**src/rtl/lssc_pkg.sv**
```systemverilog
// package: constants and encodings of the link status and slot capability registers
//------------------------------------------------------------------------------
// Behaviour
// [RL1] link status is upper half of word D0h
// [RL2] speed field: 0001b 2.5G, 0010b 5G, reset 0010b
// [RL3] bits 25:20 show negotiated width, reset x1
// [RL4] training error set on failure, cleared in L0
// [RL5] training bit one while training, reset one
// [RL6] slot clock bit: connector clock, reset one
// [RL7] bit 29 one only in link active state
// [RL8] bandwidth flags reset zero, write one clears
// [RL9] slot capability word only on downstream ports
// [RL10] bit 0 attention button present, reset one
// [RL11] bit 1 power controller present, reset one
// [RL12] bit 2 retention latch sensor present, reset one
// [RL13] bit 3 attention indicator present, reset one
// [RL14] bit 4 power indicator present, reset one
// [RL15] bit 5 surprise removal possible, reset zero
// [RL16] slot clock and presence defaults preloadable
// [RL17] bit 30 managed change, bit 31 autonomous
// [RL18] downstream interrupt enables, read-only upstream
//------------------------------------------------------------------------------
package lssc_pkg;

  // configuration offsets
  localparam logic [11:0] LSSC_OFF_LINK = 12'h0D0;
  localparam logic [11:0] LSSC_OFF_SLOT = 12'h0D4;

  // field positions in the link word
  localparam int unsigned LSSC_POS_EN_MGMT = 10;
  localparam int unsigned LSSC_POS_EN_AUTO = 11;
  localparam int unsigned LSSC_POS_SPEED   = 16;
  localparam int unsigned LSSC_POS_WIDTH   = 20;
  localparam int unsigned LSSC_POS_TERR    = 26;
  localparam int unsigned LSSC_POS_TRAIN   = 27;
  localparam int unsigned LSSC_POS_SLOTCLK = 28;
  localparam int unsigned LSSC_POS_DLUP    = 29;
  localparam int unsigned LSSC_POS_BW_MGMT = 30;
  localparam int unsigned LSSC_POS_BW_AUTO = 31;

  // speed codes and reset values
  localparam logic [3:0] LSSC_SPEED_2G5   = 4'h1;
  localparam logic [3:0] LSSC_SPEED_5G    = 4'h2;
  localparam logic [3:0] LSSC_SPEED_RST   = 4'h2;
  localparam logic [5:0] LSSC_WIDTH_RST   = 6'h01;
  localparam logic       LSSC_SLOTCLK_RST = 1'b1;
  // caps bit5..0: surprise, pwr ind, attn ind, latch, pwr ctl, button
  localparam logic [5:0] LSSC_CAPS_RST    = 6'h1F;

  // link training progress, one-hot
  typedef enum logic [2:0] {
    LSSC_LT_TRAIN = 3'h1,
    LSSC_LT_L0    = 3'h2,
    LSSC_LT_FAIL  = 3'h4
  } lssc_lt_type;

endpackage

```
**src/rtl/lssc_sync3.sv**
```systemverilog
// module: three-stage synchroniser with agreement filter for a pin level
`timescale 1ns/1ns
module lssc_sync3
  import lssc_pkg::*;
(
  input  wire logic clk,
  input  wire logic rst,
  input  wire logic ce,
  input  wire logic pinIn,
  output logic      levelOut
);

  typedef struct packed {
    logic s1;
    logic s2;
    logic s3;
    logic q;
  } lssc_sync_type;

  lssc_sync_type st_r;
  lssc_sync_type st_nxt;

  // s1 feeds only s2; the output follows once s2 and s3 agree
  always_comb begin
    st_nxt    = st_r;
    st_nxt.s1 = pinIn;
    st_nxt.s2 = st_r.s1;
    st_nxt.s3 = st_r.s2;
    if (st_r.s2 == st_r.s3) begin
      st_nxt.q = st_r.s3;
    end
  end

  always_ff @(posedge clk) begin
    if (rst) begin
      st_r <= '0;
    end else if (ce) begin
      st_r <= st_nxt;
    end
  end

  assign levelOut = st_r.q;

endmodule

```
**src/rtl/lssc_regs.sv**
```systemverilog
// module: per-port link status and slot capability registers of a switch port
`timescale 1ns/1ns
module lssc_regs
  import lssc_pkg::*;
(
  input  wire logic        clk,
  input  wire logic        rst,
  input  wire logic        ce,
  input  wire logic        cfgRdEn,
  input  wire logic        cfgWrEn,
  input  wire logic [11:0] cfgAddr,
  input  wire logic [3:0]  cfgByteEn,
  input  wire logic [31:0] cfgWrData,
  output logic      [31:0] cfgRdData,
  output logic             cfgRdValid,
  input  wire logic        portDownPin,
  input  wire logic        ltStart,
  input  wire logic        ltSuccess,
  input  wire logic        ltFail,
  input  wire logic        ltAutonomous,
  input  wire logic        linkGen2,
  input  wire logic [5:0]  linkWidthIn,
  input  wire logic        dataLinkUpState,
  input  wire logic        presetLoad,
  input  wire logic        presetSlotClk,
  input  wire logic [5:0]  presetSlotCaps,
  output logic             bwNotifyIrq
);

  //----------------------------------------------------------------------------
  // state
  //----------------------------------------------------------------------------

  typedef struct packed {
    lssc_lt_type lt;
    logic [3:0]  speed;
    logic [5:0]  width;
    logic        trainErr;
    logic        wasUp;
    logic        dlUp;
    logic        bwMgmt;
    logic        bwAuto;
    logic        slotClk;
    logic [5:0]  caps;
    logic        enMgmt;
    logic        enAuto;
    logic [31:0] rdData;
    logic        rdValid;
    logic        irq;
  } lssc_state_type;

  localparam lssc_state_type ST_RST = '{
    lt:       LSSC_LT_TRAIN,
    speed:    LSSC_SPEED_RST,
    width:    LSSC_WIDTH_RST,
    trainErr: 1'b0,
    wasUp:    1'b0,
    dlUp:     1'b0,
    bwMgmt:   1'b0,
    bwAuto:   1'b0,
    slotClk:  LSSC_SLOTCLK_RST,
    caps:     LSSC_CAPS_RST,
    enMgmt:   1'b0,
    enAuto:   1'b0,
    rdData:   32'h0000_0000,
    rdValid:  1'b0,
    irq:      1'b0
  };

  lssc_state_type st_r;
  lssc_state_type st_nxt;

  logic        isDown;
  logic [3:0]  newSpeed;
  logic        bwChange;
  logic        setMgmt;
  logic        setAuto;
  logic        wrLink;
  logic        clrMgmt;
  logic        clrAuto;
  logic [31:0] linkWord;
  logic [31:0] slotWord;

  // dword match on configuration addresses, low two bits ignored
  function automatic logic hitReg(input logic [11:0] addr, input logic [11:0] off);
    hitReg = (addr[11:2] == off[11:2]);
  endfunction

  //----------------------------------------------------------------------------
  // port role strap
  //----------------------------------------------------------------------------

  // the strap is a pin, so it is synchronised; reads as upstream until settled
  lssc_sync3 u_downSync (
    .clk      (clk),
    .rst      (rst),
    .ce       (ce),
    .pinIn    (portDownPin),
    .levelOut (isDown)
  );

  //----------------------------------------------------------------------------
  // event decode
  //----------------------------------------------------------------------------

  // only two legal codes exist, so the link reports a gen2 flag
  assign newSpeed = linkGen2 ? LSSC_SPEED_5G : LSSC_SPEED_2G5; // [RL2]

  // a change counts only against a previous trained state; the first
  // training after reset is the bring-up, not a bandwidth change
  assign bwChange = (st_r.lt == LSSC_LT_TRAIN) && ltSuccess && !ltFail && st_r.wasUp
                    && ((newSpeed != st_r.speed) || (linkWidthIn != st_r.width));
  assign setMgmt  = bwChange && !ltAutonomous; // [RL17]
  assign setAuto  = bwChange && ltAutonomous; // [RL17]

  // write-one-to-clear sits in the top byte lane
  assign wrLink  = cfgWrEn && hitReg(cfgAddr, LSSC_OFF_LINK);
  assign clrMgmt = wrLink && cfgByteEn[3] && cfgWrData[LSSC_POS_BW_MGMT]; // [RL8]
  assign clrAuto = wrLink && cfgByteEn[3] && cfgWrData[LSSC_POS_BW_AUTO]; // [RL8]

  //----------------------------------------------------------------------------
  // read words
  //----------------------------------------------------------------------------

  // status in the upper half; the lower half only carries the two enables
  always_comb begin
    linkWord = 32'h0000_0000;
    linkWord[LSSC_POS_EN_MGMT] = st_r.enMgmt; // [RL18]
    linkWord[LSSC_POS_EN_AUTO] = st_r.enAuto; // [RL18]
    linkWord[LSSC_POS_SPEED +: 4] = st_r.speed; // [RL1] [RL2]
    linkWord[LSSC_POS_WIDTH +: 6] = st_r.width; // [RL3]
    linkWord[LSSC_POS_TERR] = st_r.trainErr; // [RL4]
    linkWord[LSSC_POS_TRAIN] = (st_r.lt == LSSC_LT_TRAIN); // [RL5]
    linkWord[LSSC_POS_SLOTCLK] = st_r.slotClk; // [RL6]
    linkWord[LSSC_POS_DLUP] = st_r.dlUp; // [RL7]
    linkWord[LSSC_POS_BW_MGMT] = st_r.bwMgmt; // [RL8]
    linkWord[LSSC_POS_BW_AUTO] = st_r.bwAuto; // [RL8]
  end

  // the slot word is absent on the upstream port and reads as zero there
  always_comb begin
    slotWord = 32'h0000_0000;
    if (isDown) begin
      slotWord[5:0] = st_r.caps; // [RL9] [RL10] [RL11] [RL12] [RL13] [RL14] [RL15]
    end
  end

  //----------------------------------------------------------------------------
  // next state
  //----------------------------------------------------------------------------

  always_comb begin
    st_nxt         = st_r;
    st_nxt.rdValid = 1'b0;

    // training progress; a failure in the same cycle as success wins
    case (st_r.lt)
      LSSC_LT_TRAIN: begin
        if (ltFail) begin
          st_nxt.lt       = LSSC_LT_FAIL;
          st_nxt.trainErr = 1'b1; // [RL4]
        end else if (ltSuccess) begin
          st_nxt.lt       = LSSC_LT_L0; // [RL5]
          st_nxt.trainErr = 1'b0; // [RL4]
          st_nxt.speed    = newSpeed; // [RL2]
          st_nxt.width    = linkWidthIn; // [RL3]
          st_nxt.wasUp    = 1'b1;
        end
      end
      LSSC_LT_L0, LSSC_LT_FAIL: begin
        if (ltStart) begin
          st_nxt.lt = LSSC_LT_TRAIN; // [RL5]
        end
      end
      default: begin
        st_nxt.lt = LSSC_LT_TRAIN;
      end
    endcase

    // data link activity mirrors the control state machine
    st_nxt.dlUp = dataLinkUpState; // [RL7]

    // set wins over a clear in the same cycle
    st_nxt.bwMgmt = setMgmt || (st_r.bwMgmt && !clrMgmt); // [RL8] [RL17]
    st_nxt.bwAuto = setAuto || (st_r.bwAuto && !clrAuto); // [RL8] [RL17]

    // enables are writable only on a downstream port
    if (!isDown) begin
      st_nxt.enMgmt = 1'b0; // [RL18]
      st_nxt.enAuto = 1'b0; // [RL18]
    end else if (wrLink && cfgByteEn[1]) begin
      st_nxt.enMgmt = cfgWrData[LSSC_POS_EN_MGMT]; // [RL18]
      st_nxt.enAuto = cfgWrData[LSSC_POS_EN_AUTO]; // [RL18]
    end

    // loader overrides of the strapped defaults
    if (presetLoad) begin
      st_nxt.slotClk = presetSlotClk; // [RL16]
      st_nxt.caps    = presetSlotCaps; // [RL16]
    end

    // read data is registered; a same-cycle write shows on the next read
    if (cfgRdEn) begin
      st_nxt.rdValid = 1'b1;
      if (hitReg(cfgAddr, LSSC_OFF_LINK)) begin
        st_nxt.rdData = linkWord; // [RL1]
      end else if (hitReg(cfgAddr, LSSC_OFF_SLOT)) begin
        st_nxt.rdData = slotWord; // [RL9]
      end else begin
        st_nxt.rdData = 32'h0000_0000;
      end
    end

    // notification request to the port's interrupt logic
    st_nxt.irq = (st_r.bwMgmt && st_r.enMgmt) || (st_r.bwAuto && st_r.enAuto); // [RL18]
  end

  //----------------------------------------------------------------------------
  // registers
  //----------------------------------------------------------------------------

  // clock enable low freezes everything, including the read strobe
  always_ff @(posedge clk) begin
    if (rst) begin
      st_r <= ST_RST;
    end else if (ce) begin
      st_r <= st_nxt;
    end
  end

  assign cfgRdData   = st_r.rdData;
  assign cfgRdValid  = st_r.rdValid;
  assign bwNotifyIrq = st_r.irq;

  logic rdLink;
  logic rdSlot;
  assign rdLink = ce && cfgRdEn && hitReg(cfgAddr, LSSC_OFF_LINK);
  assign rdSlot = ce && cfgRdEn && hitReg(cfgAddr, LSSC_OFF_SLOT);
endmodule

```
**config.mk**
```make
export PLATFORM = sky130hd
export DESIGN_NAME = lssc_regs
export DESIGN_NICKNAME = d
export VERILOG_FILES = /design/src/rtl/lssc_pkg.sv /design/src/rtl/lssc_sync3.sv /design/src/rtl/lssc_regs.sv
export SDC_FILE = /design/constraint.sdc
export NUM_CORES = 1
export LEC_CHECK = 0
export ABC_CLOCK_PERIOD_IN_PS = 3200
export BUFFER_PORTS_ARGS = -buffer_cell sky130_fd_sc_hd__buf_2
export CORE_MARGIN = 2
export CORE_UTILIZATION = 49
export CTS_CLUSTER_SIZE = 28
export DETAILED_ROUTE_END_ITERATION = 10
export HOLD_SLACK_MARGIN = 0.15
export PLACE_DENSITY = 0.88
export REMOVE_ABC_BUFFERS = 1
export SLEW_MARGIN = 10
export SYNTH_ARGS = -nofsm -noshare
export SYNTH_HDL_FRONTEND = slang
export SYNTH_SLANG_ARGS = --single-unit
```
**constraint.sdc**
```tcl
create_clock -name clk -period 3.2 [get_ports clk]
set_clock_uncertainty 0.2 [all_clocks]
set_input_delay 0.48 -clock clk [delete_from_list [all_inputs] [get_ports clk]]
set_output_delay 0.48 -clock clk [all_outputs]
set_load 0.01 [all_outputs]
```
# [After elaboration in Yosys (flattened, before gate mapping)]
# Cells that the tools add are included.
# W data, S select, Z words.
[totals] reg_bits=65 input_bits=74 out_inout_bits=34 wordCells=75
[op_classes] n_reduce_logical=32 bitwise_logic=1 n_eq_ne=11 muxes=12
[ops] op="$mux W32" count=1
[ops] op="$eq A10 B6 Y1 const B" count=2
[ops] op="$logic_and A1 B1 Y1" count=15
[ops] op="$mux W15" count=1
[ops] op="$mux W6" count=2
[ops] op="$reduce_and A2 Y1" count=4
[ops] op="$mux W2" count=3
[ops] op="$mux W3" count=2
[ops] op="$ne A6 B6 Y1" count=1
[ops] op="$pmux W3 S2" count=1
[ops] op="$reduce_and A3 Y1" count=2
[ops] op="$logic_not A1 Y1" count=4
[ops] op="$logic_or A1 B1 Y1" count=4
[ops] op="$ne A2 B2 Y1 const B" count=2
[ops] op="$ne A2 B4 Y1" count=1
[ops] op="$reduce_and A4 Y1" count=1
[ops] op="$eq A3 B1 Y1 const B" count=1
[ops] op="$eq A3 B2 Y1 const B" count=1
[ops] op="$eq A3 B3 Y1 const B" count=1
[ops] op="$ne A3 B3 Y1 const B" count=1
[ops] op="$mux W1" count=2
[ops] op="$reduce_bool A2 Y1" count=1
[ops] op="$reduce_or A2 Y1" count=1
[ops] op="$eq A1 B1 Y1" count=1
[ops] op="$not A1 Y1" count=1

# [Logic depth before layout (Yosys ltp)]
[depth] ltp_word=7 ltp_mapped=6 mapped_depth_nobuf=4

# [Hierarchy]
# Synthesis repeated with hierarchy kept, for this count alone.
[unflattened] hier_cells=223 area_unflattened_um2=2308.5
[modules_own_cells] mod="lssc_regs" area_each_um2=2137.0 cells_each=207 instances=1 seq_area_each_um2=980.9
[modules_own_cells] mod="lssc_sync3" area_each_um2=171.4 cells_each=16 instances=1 seq_area_each_um2=80.1

# [Worst setup path after synthesis]
# Ideal clock, no wire load.
[synth_path] path_type="input port to flip-flop" from="input port cfgAddr[8]" to="register st_r, in the netlist cfgRdData[10]" n_path_buf=1 t_arrival_ns=2.024 required_time_ns=2.943 setup_ns=0.057 slack_ns=0.918 stages=5 path_cell_list="or4_4 > or4_4 > nor3_4 > buf_6 > a22o_2"
[synth_via] elab_chain_cells=2
[synth_rtl] item="start: declaration" line_no="lssc_regs.sv:11" source="input wire logic [11:0] cfgAddr,"
[synth_rtl] item="$eq A10 B6 Y1"
[synth_rtl] item="$mux W32" line_no="lssc_regs.sv:205" source="if (hitReg(cfgAddr, LSSC_OFF_LINK)) begin"
[synth_rtl] item="end signal: assignment" line_no="lssc_regs.sv:227" source="st_r <= st_nxt;"
[synth_rtl] item="end: declaration" line_no="lssc_regs.sv:70" source="lssc_state_type st_r;"
# No other way between the ends.
# A chain may end at the register's enable or synchronous reset.

# [Worst setup path in the final report]
[layout_path] from="input port cfgAddr[8]" to="register st_r, in the netlist cfgRdData[11]"
# Same word-level chain as after synthesis.

==> results.md <==
STA:
- Final hold analysis gives a worst-case slack of approximately 210 ps.
- Setup repair after global routing left no endpoint under its margin.
- The final number of setup-violating endpoints is 0.
- The final-report hold violation count was 0.
- The slew at the pin with the worst max-slew slack is between 700 and 800 ps.
- In this run the tightest slew margin relative to its limit is 0.520.
- The final max-slew violation count is 0.
- The final critical-path required period is approximately 2100 ps.
- The accumulated negative setup slack is 0 ps.
- Static timing analysis puts the maximum clock frequency at around 470 MHz.
- In the finished design, the share of the clock period the worst path needs comes to 0.667.
- In the post-route analysis, the smallest setup slack over all paths is approximately 1100 ps.

Finish:
- In the final design database the tool counted 346 nets.
- The area growth from synthesis to layout is 11.5%.
- 0 antenna diodes ended up in the layout.
- The fraction of layout instances using a drive strength above 1 is 0.324.
- Fill cells in the final layout number between 400 and 500.

Power and ir drop:
- The areal power density over the cells is 485 nW/um^2.
- The maximum vdd drop is around 260 uV.
- The reported leakage power is around 1.1 nW.

GRT:
- Entering global routing, the biggest net connects 41 pins.
- For met2 alone, demand over resource in global routing was 0.281.
- The residual overflow from global routing is 0.
- For this run, global-route usage on met3 was measured as 0.0569.
- The met1 capacity usage during global routing is 0.219.
- Across every metal layer, demand over resource in global routing totals 0.170.
- The number of global-route vias before repair is roughly 1.5k.
- The wire length of the first global-routing pass is 6.96 mm.
- After global routing, the most crowded layer is met2.
- The number of antenna violations at the first check in global routing is 0.

Setup path:
- Data on the critical path arrives at its endpoint at roughly 2200 ps.
- The startpoint-to-endpoint class of the critical path is input port to flop.
- The endpoint kind of the worst setup timing path is a flop.
- At the worst endpoint, the required time is 3240 ps.
- The setup check on the worst reg-to-reg path leaves a slack of between 1000 and 1500 ps.
- The critical path contains buffers and inverters numbering 2 combined.
- The slowest stage of the critical path belongs to the cell or4_4.
- The critical path's top delay family is simple AND/OR/NAND/NOR gates.
- Of all nets on the critical path, the largest fanout is 16.
- Traced cell by cell, the critical path runs through buf_2, or4_4, or4_4, nor3_4, buf_4, a22o_2.
- The launching point of the worst reg2reg path is st_r[59].
- Measured in cells, the most critical reg-to-reg path has a length of 4.
- For this run, the slowest stage of the critical path takes about 540 ps.
- The cell that appears most often on the critical path is or4_4.
- The worst setup path is launched from an input port.
- The endpoint identified for the worst register-to-register timing path is linkWord[20].

Clock network:
- Buffers inserted to repair hold after CTS numbered 0.
- The clock buffer count from CTS is 5.
- The number of resized instances in the post-cts repair step is 0.
- The root buffer cell chosen for the clock tree is clkbuf_8.
- The later-pin clock latency in the skew report is approximately 300 ps.
- The post-CTS setup-driven buffer insertion count is 0.
- After clock tree synthesis, the clock-pin slew on the worst setup and hold paths is around 90 ps.
- The CTS tree is yes.
- The clock passes through at most 2 buffers.
- CTS saw 53 sinks.
- The number of H-tree levels is 2.

Worst hold path:
- The worst min-delay path class is input port to flop.
- The destination of the worst hold path is linkWord[20].
- The worst hold path passes through 2 cells.
- The worst hold path startpoint is linkWidthIn[0].

Route:
- The DRC violations left is 0.
- The routed design has roughly 4.4 mm of wire.
- Summing over every cut layer, the via total after detailed routing is around 1.7k.
- The detailed-route vias per instance is between 5 and 6.
- In this run the remaining antenna-violating nets after routing total 0.
- The number of design-rule violations left by the first detailed-router iteration is 77.
- The total iterations of the first detailed-routing run is 4.
- After detailed routing, the average wire length per cell comes to ~14 um.

Floorplan:
- The initial core utilization is 0.513.
- Row generation in the floorplan step produced 24 rows.
- The floorplan step set the die height to roughly 70 um.
- The floorplan core area is 4410 sq um.
- The die covers between 5000 and 6000 sq um.
- The die extent in x is 72 um.
- The number of primary I/O pins is 108.

Placed design:
- The count of buffers from port buffering is 65.
- Routability-driven placement finished with a final weighted congestion of about 0.71.
- The wire-length estimate of the detail-placed layout is around 3.2 mm.
- Prior to clock tree synthesis, the placed netlist has a worst setup slack of between 700 and 800 ps.

Synthesis:
- Ranked by total cell area, the synthesized netlist is headed by dfxtp_1, buf_4, a22o_2.
- The number of flip-flops and latches in the synthesized netlist is 53.
- The number of distinct library cells after synthesis is 39.
- The biggest area contributor in the post-synthesis netlist is dfxtp_1.
- Of the total synthesized cell area, the portion taken by full adders, half adders and majority gates is 0.
- The number of cells produced by synthesis is 231.
- The xor/xnor cell area share of the yosys netlist is 0.0271.
- Of the post-synthesis cell area, the dominant cell type holds 0.468.
- The share of the Yosys chip area taken by registers is 0.468.
- The mux cell area share after synthesis is 0.0398.
- The combined area of all synthesized cells is about 2300 sq um.
- Dividing the synthesized area by the synthesized cell count gives ~10 sq um.
- The compound-cell area share of the yosys netlist is 0.173.
- After synthesis, the largest family of logic cells by area is compound AO/OA/AOI/OAI gates.
- The total number of yosys warnings is 0.
- The basic-gate share of the synthesized area counting and, or, nand and nor cells is 0.158.

Outcome:
- The run finished with clean final reports.

Flow run:
- The tool flagged a number of max-cap violations equal to 0.
[worst max-delay path by stage]
stage                         end  depth (start not counted)  slack, ps       start
detailed placement  cfgRdData[28]                          6        760  cfgAddr[8]
floorplan           cfgRdData[10]                          4        860  cfgAddr[8]
finish              cfgRdData[11]                          6       1070  cfgAddr[8]
global placement    cfgRdData[22]                          6        790  cfgAddr[8]
global route         linkWord[20]                          4        920    st_r[59]
CTS                 cfgRdData[11]                          6       1070  cfgAddr[8]
[worst reg2reg max path, delay by kind of cell (launching register included)]
| family | cells | cell delay (ps) |
|---|---|---|
| compound gates | 1 | 280 |
| flops | 1 | 340 |
| simple gates | 3 | 1150 |
[area by class of cell]
type                       instances  area [sq um]  share of cell area
sequential                        53          1060               0.420
inverter                           2          7.51             0.00297
timing repair buffer              68           348               0.138
tap                               52          65.1              0.0258
clock inverter                     2          35.0              0.0139
multi-input combinational        142           941               0.372
clock buffer                       5          68.8              0.0272
[registers in the layout, summed over array words and instances, names as in the netlist]
| name | flops |
|---|---|
| u_downSync.st_nxt | 2 |
| linkWord | 15 |
| bwNotifyIrq | 1 |
| cfgRdData | 22 |
| cfgRdValid | 1 |
| st_r | 10 |
| u_downSync.levelOut | 1 |
| u_downSync.st_r | 1 |
[stage by stage]
stage                     cell area, sq um   util  power, mW  std cells
after floorplan                       2010      -      0.752        197
after global placement                2420  0.549      0.803        317
after detailed placement              2420  0.549      0.807        317
after CTS                             2530  0.572       1.23        324
after global routing                  2530  0.572       1.27        324
final                                 2530  0.572       1.23        324
[per-layer routing]
metal	wire (um)	up-vias
met1	2080	800
met5	0	-
met3	290	2
met2	2020	52
li1	-	862
met4	17	0
[cell usage after synthesis]
cell type  number
dfxtp_1        53
buf_4          32
nor2_1         20
a22o_2         10
nand2_1        10
a21oi_1         9
mux2i_1         9
clkbuf_1        8
a211o_1         7
a22o_1          6
a22oi_1         6
and3_1          6
nand4_1         6
o21ai_0         6
xnor2_1         5
nand3b_1        3
nor2b_1         3
nor4_1          3
a21o_1          2
a31oi_1         2
inv_1           2
nand3_1         2
nand4b_1        2
nor3b_1         2
or4_4           2
xor2_1          2
a221oi_1        1
and3b_1         1
and4b_1         1
buf_1           1
buf_2           1
buf_6           1
conb_1          1
nand2b_1        1
nor3_1          1
nor3_4          1
o211ai_1        1
o21a_1          1
o31ai_1         1
[where the power goes]
group	total [mW]	internal, mW	switching [mW]
Sequential	0.688	0.676	0.0114
Combinational	0.104	0.0458	0.0578
Clock	0.435	0.228	0.207
[layout by cell type (no fill, tap or decap), types with 5 or more instances in the layout]
cell type,Yosys,final
buf_2,1,65
dfxtp_1,53,53
nor2_1,20,20
nand2_1,10,10
a22o_2,10,10
conb_1,1,10
a21oi_1,9,9
mux2i_1,9,9
a211o_1,7,7
nand4_1,6,6
o21ai_0,6,6
and3_1,6,6
a22oi_1,6,6
a22o_1,6,6
xnor2_1,5,5
clkbuf_8,0,5
[kinds of logic (layout without fill, tap and decap cells)]
logic type                after synthesis  after routing
and+or+nand+nor                        64             64
DFF                                    53             53
AOI/OAI and AO/OA                      52             52
buffers and inverters                  45             77
muxes                                   9              9
xor gates and xnor gates                7              7
other                                   1             10
Note: power is estimated with default switching activity, not from simulation.
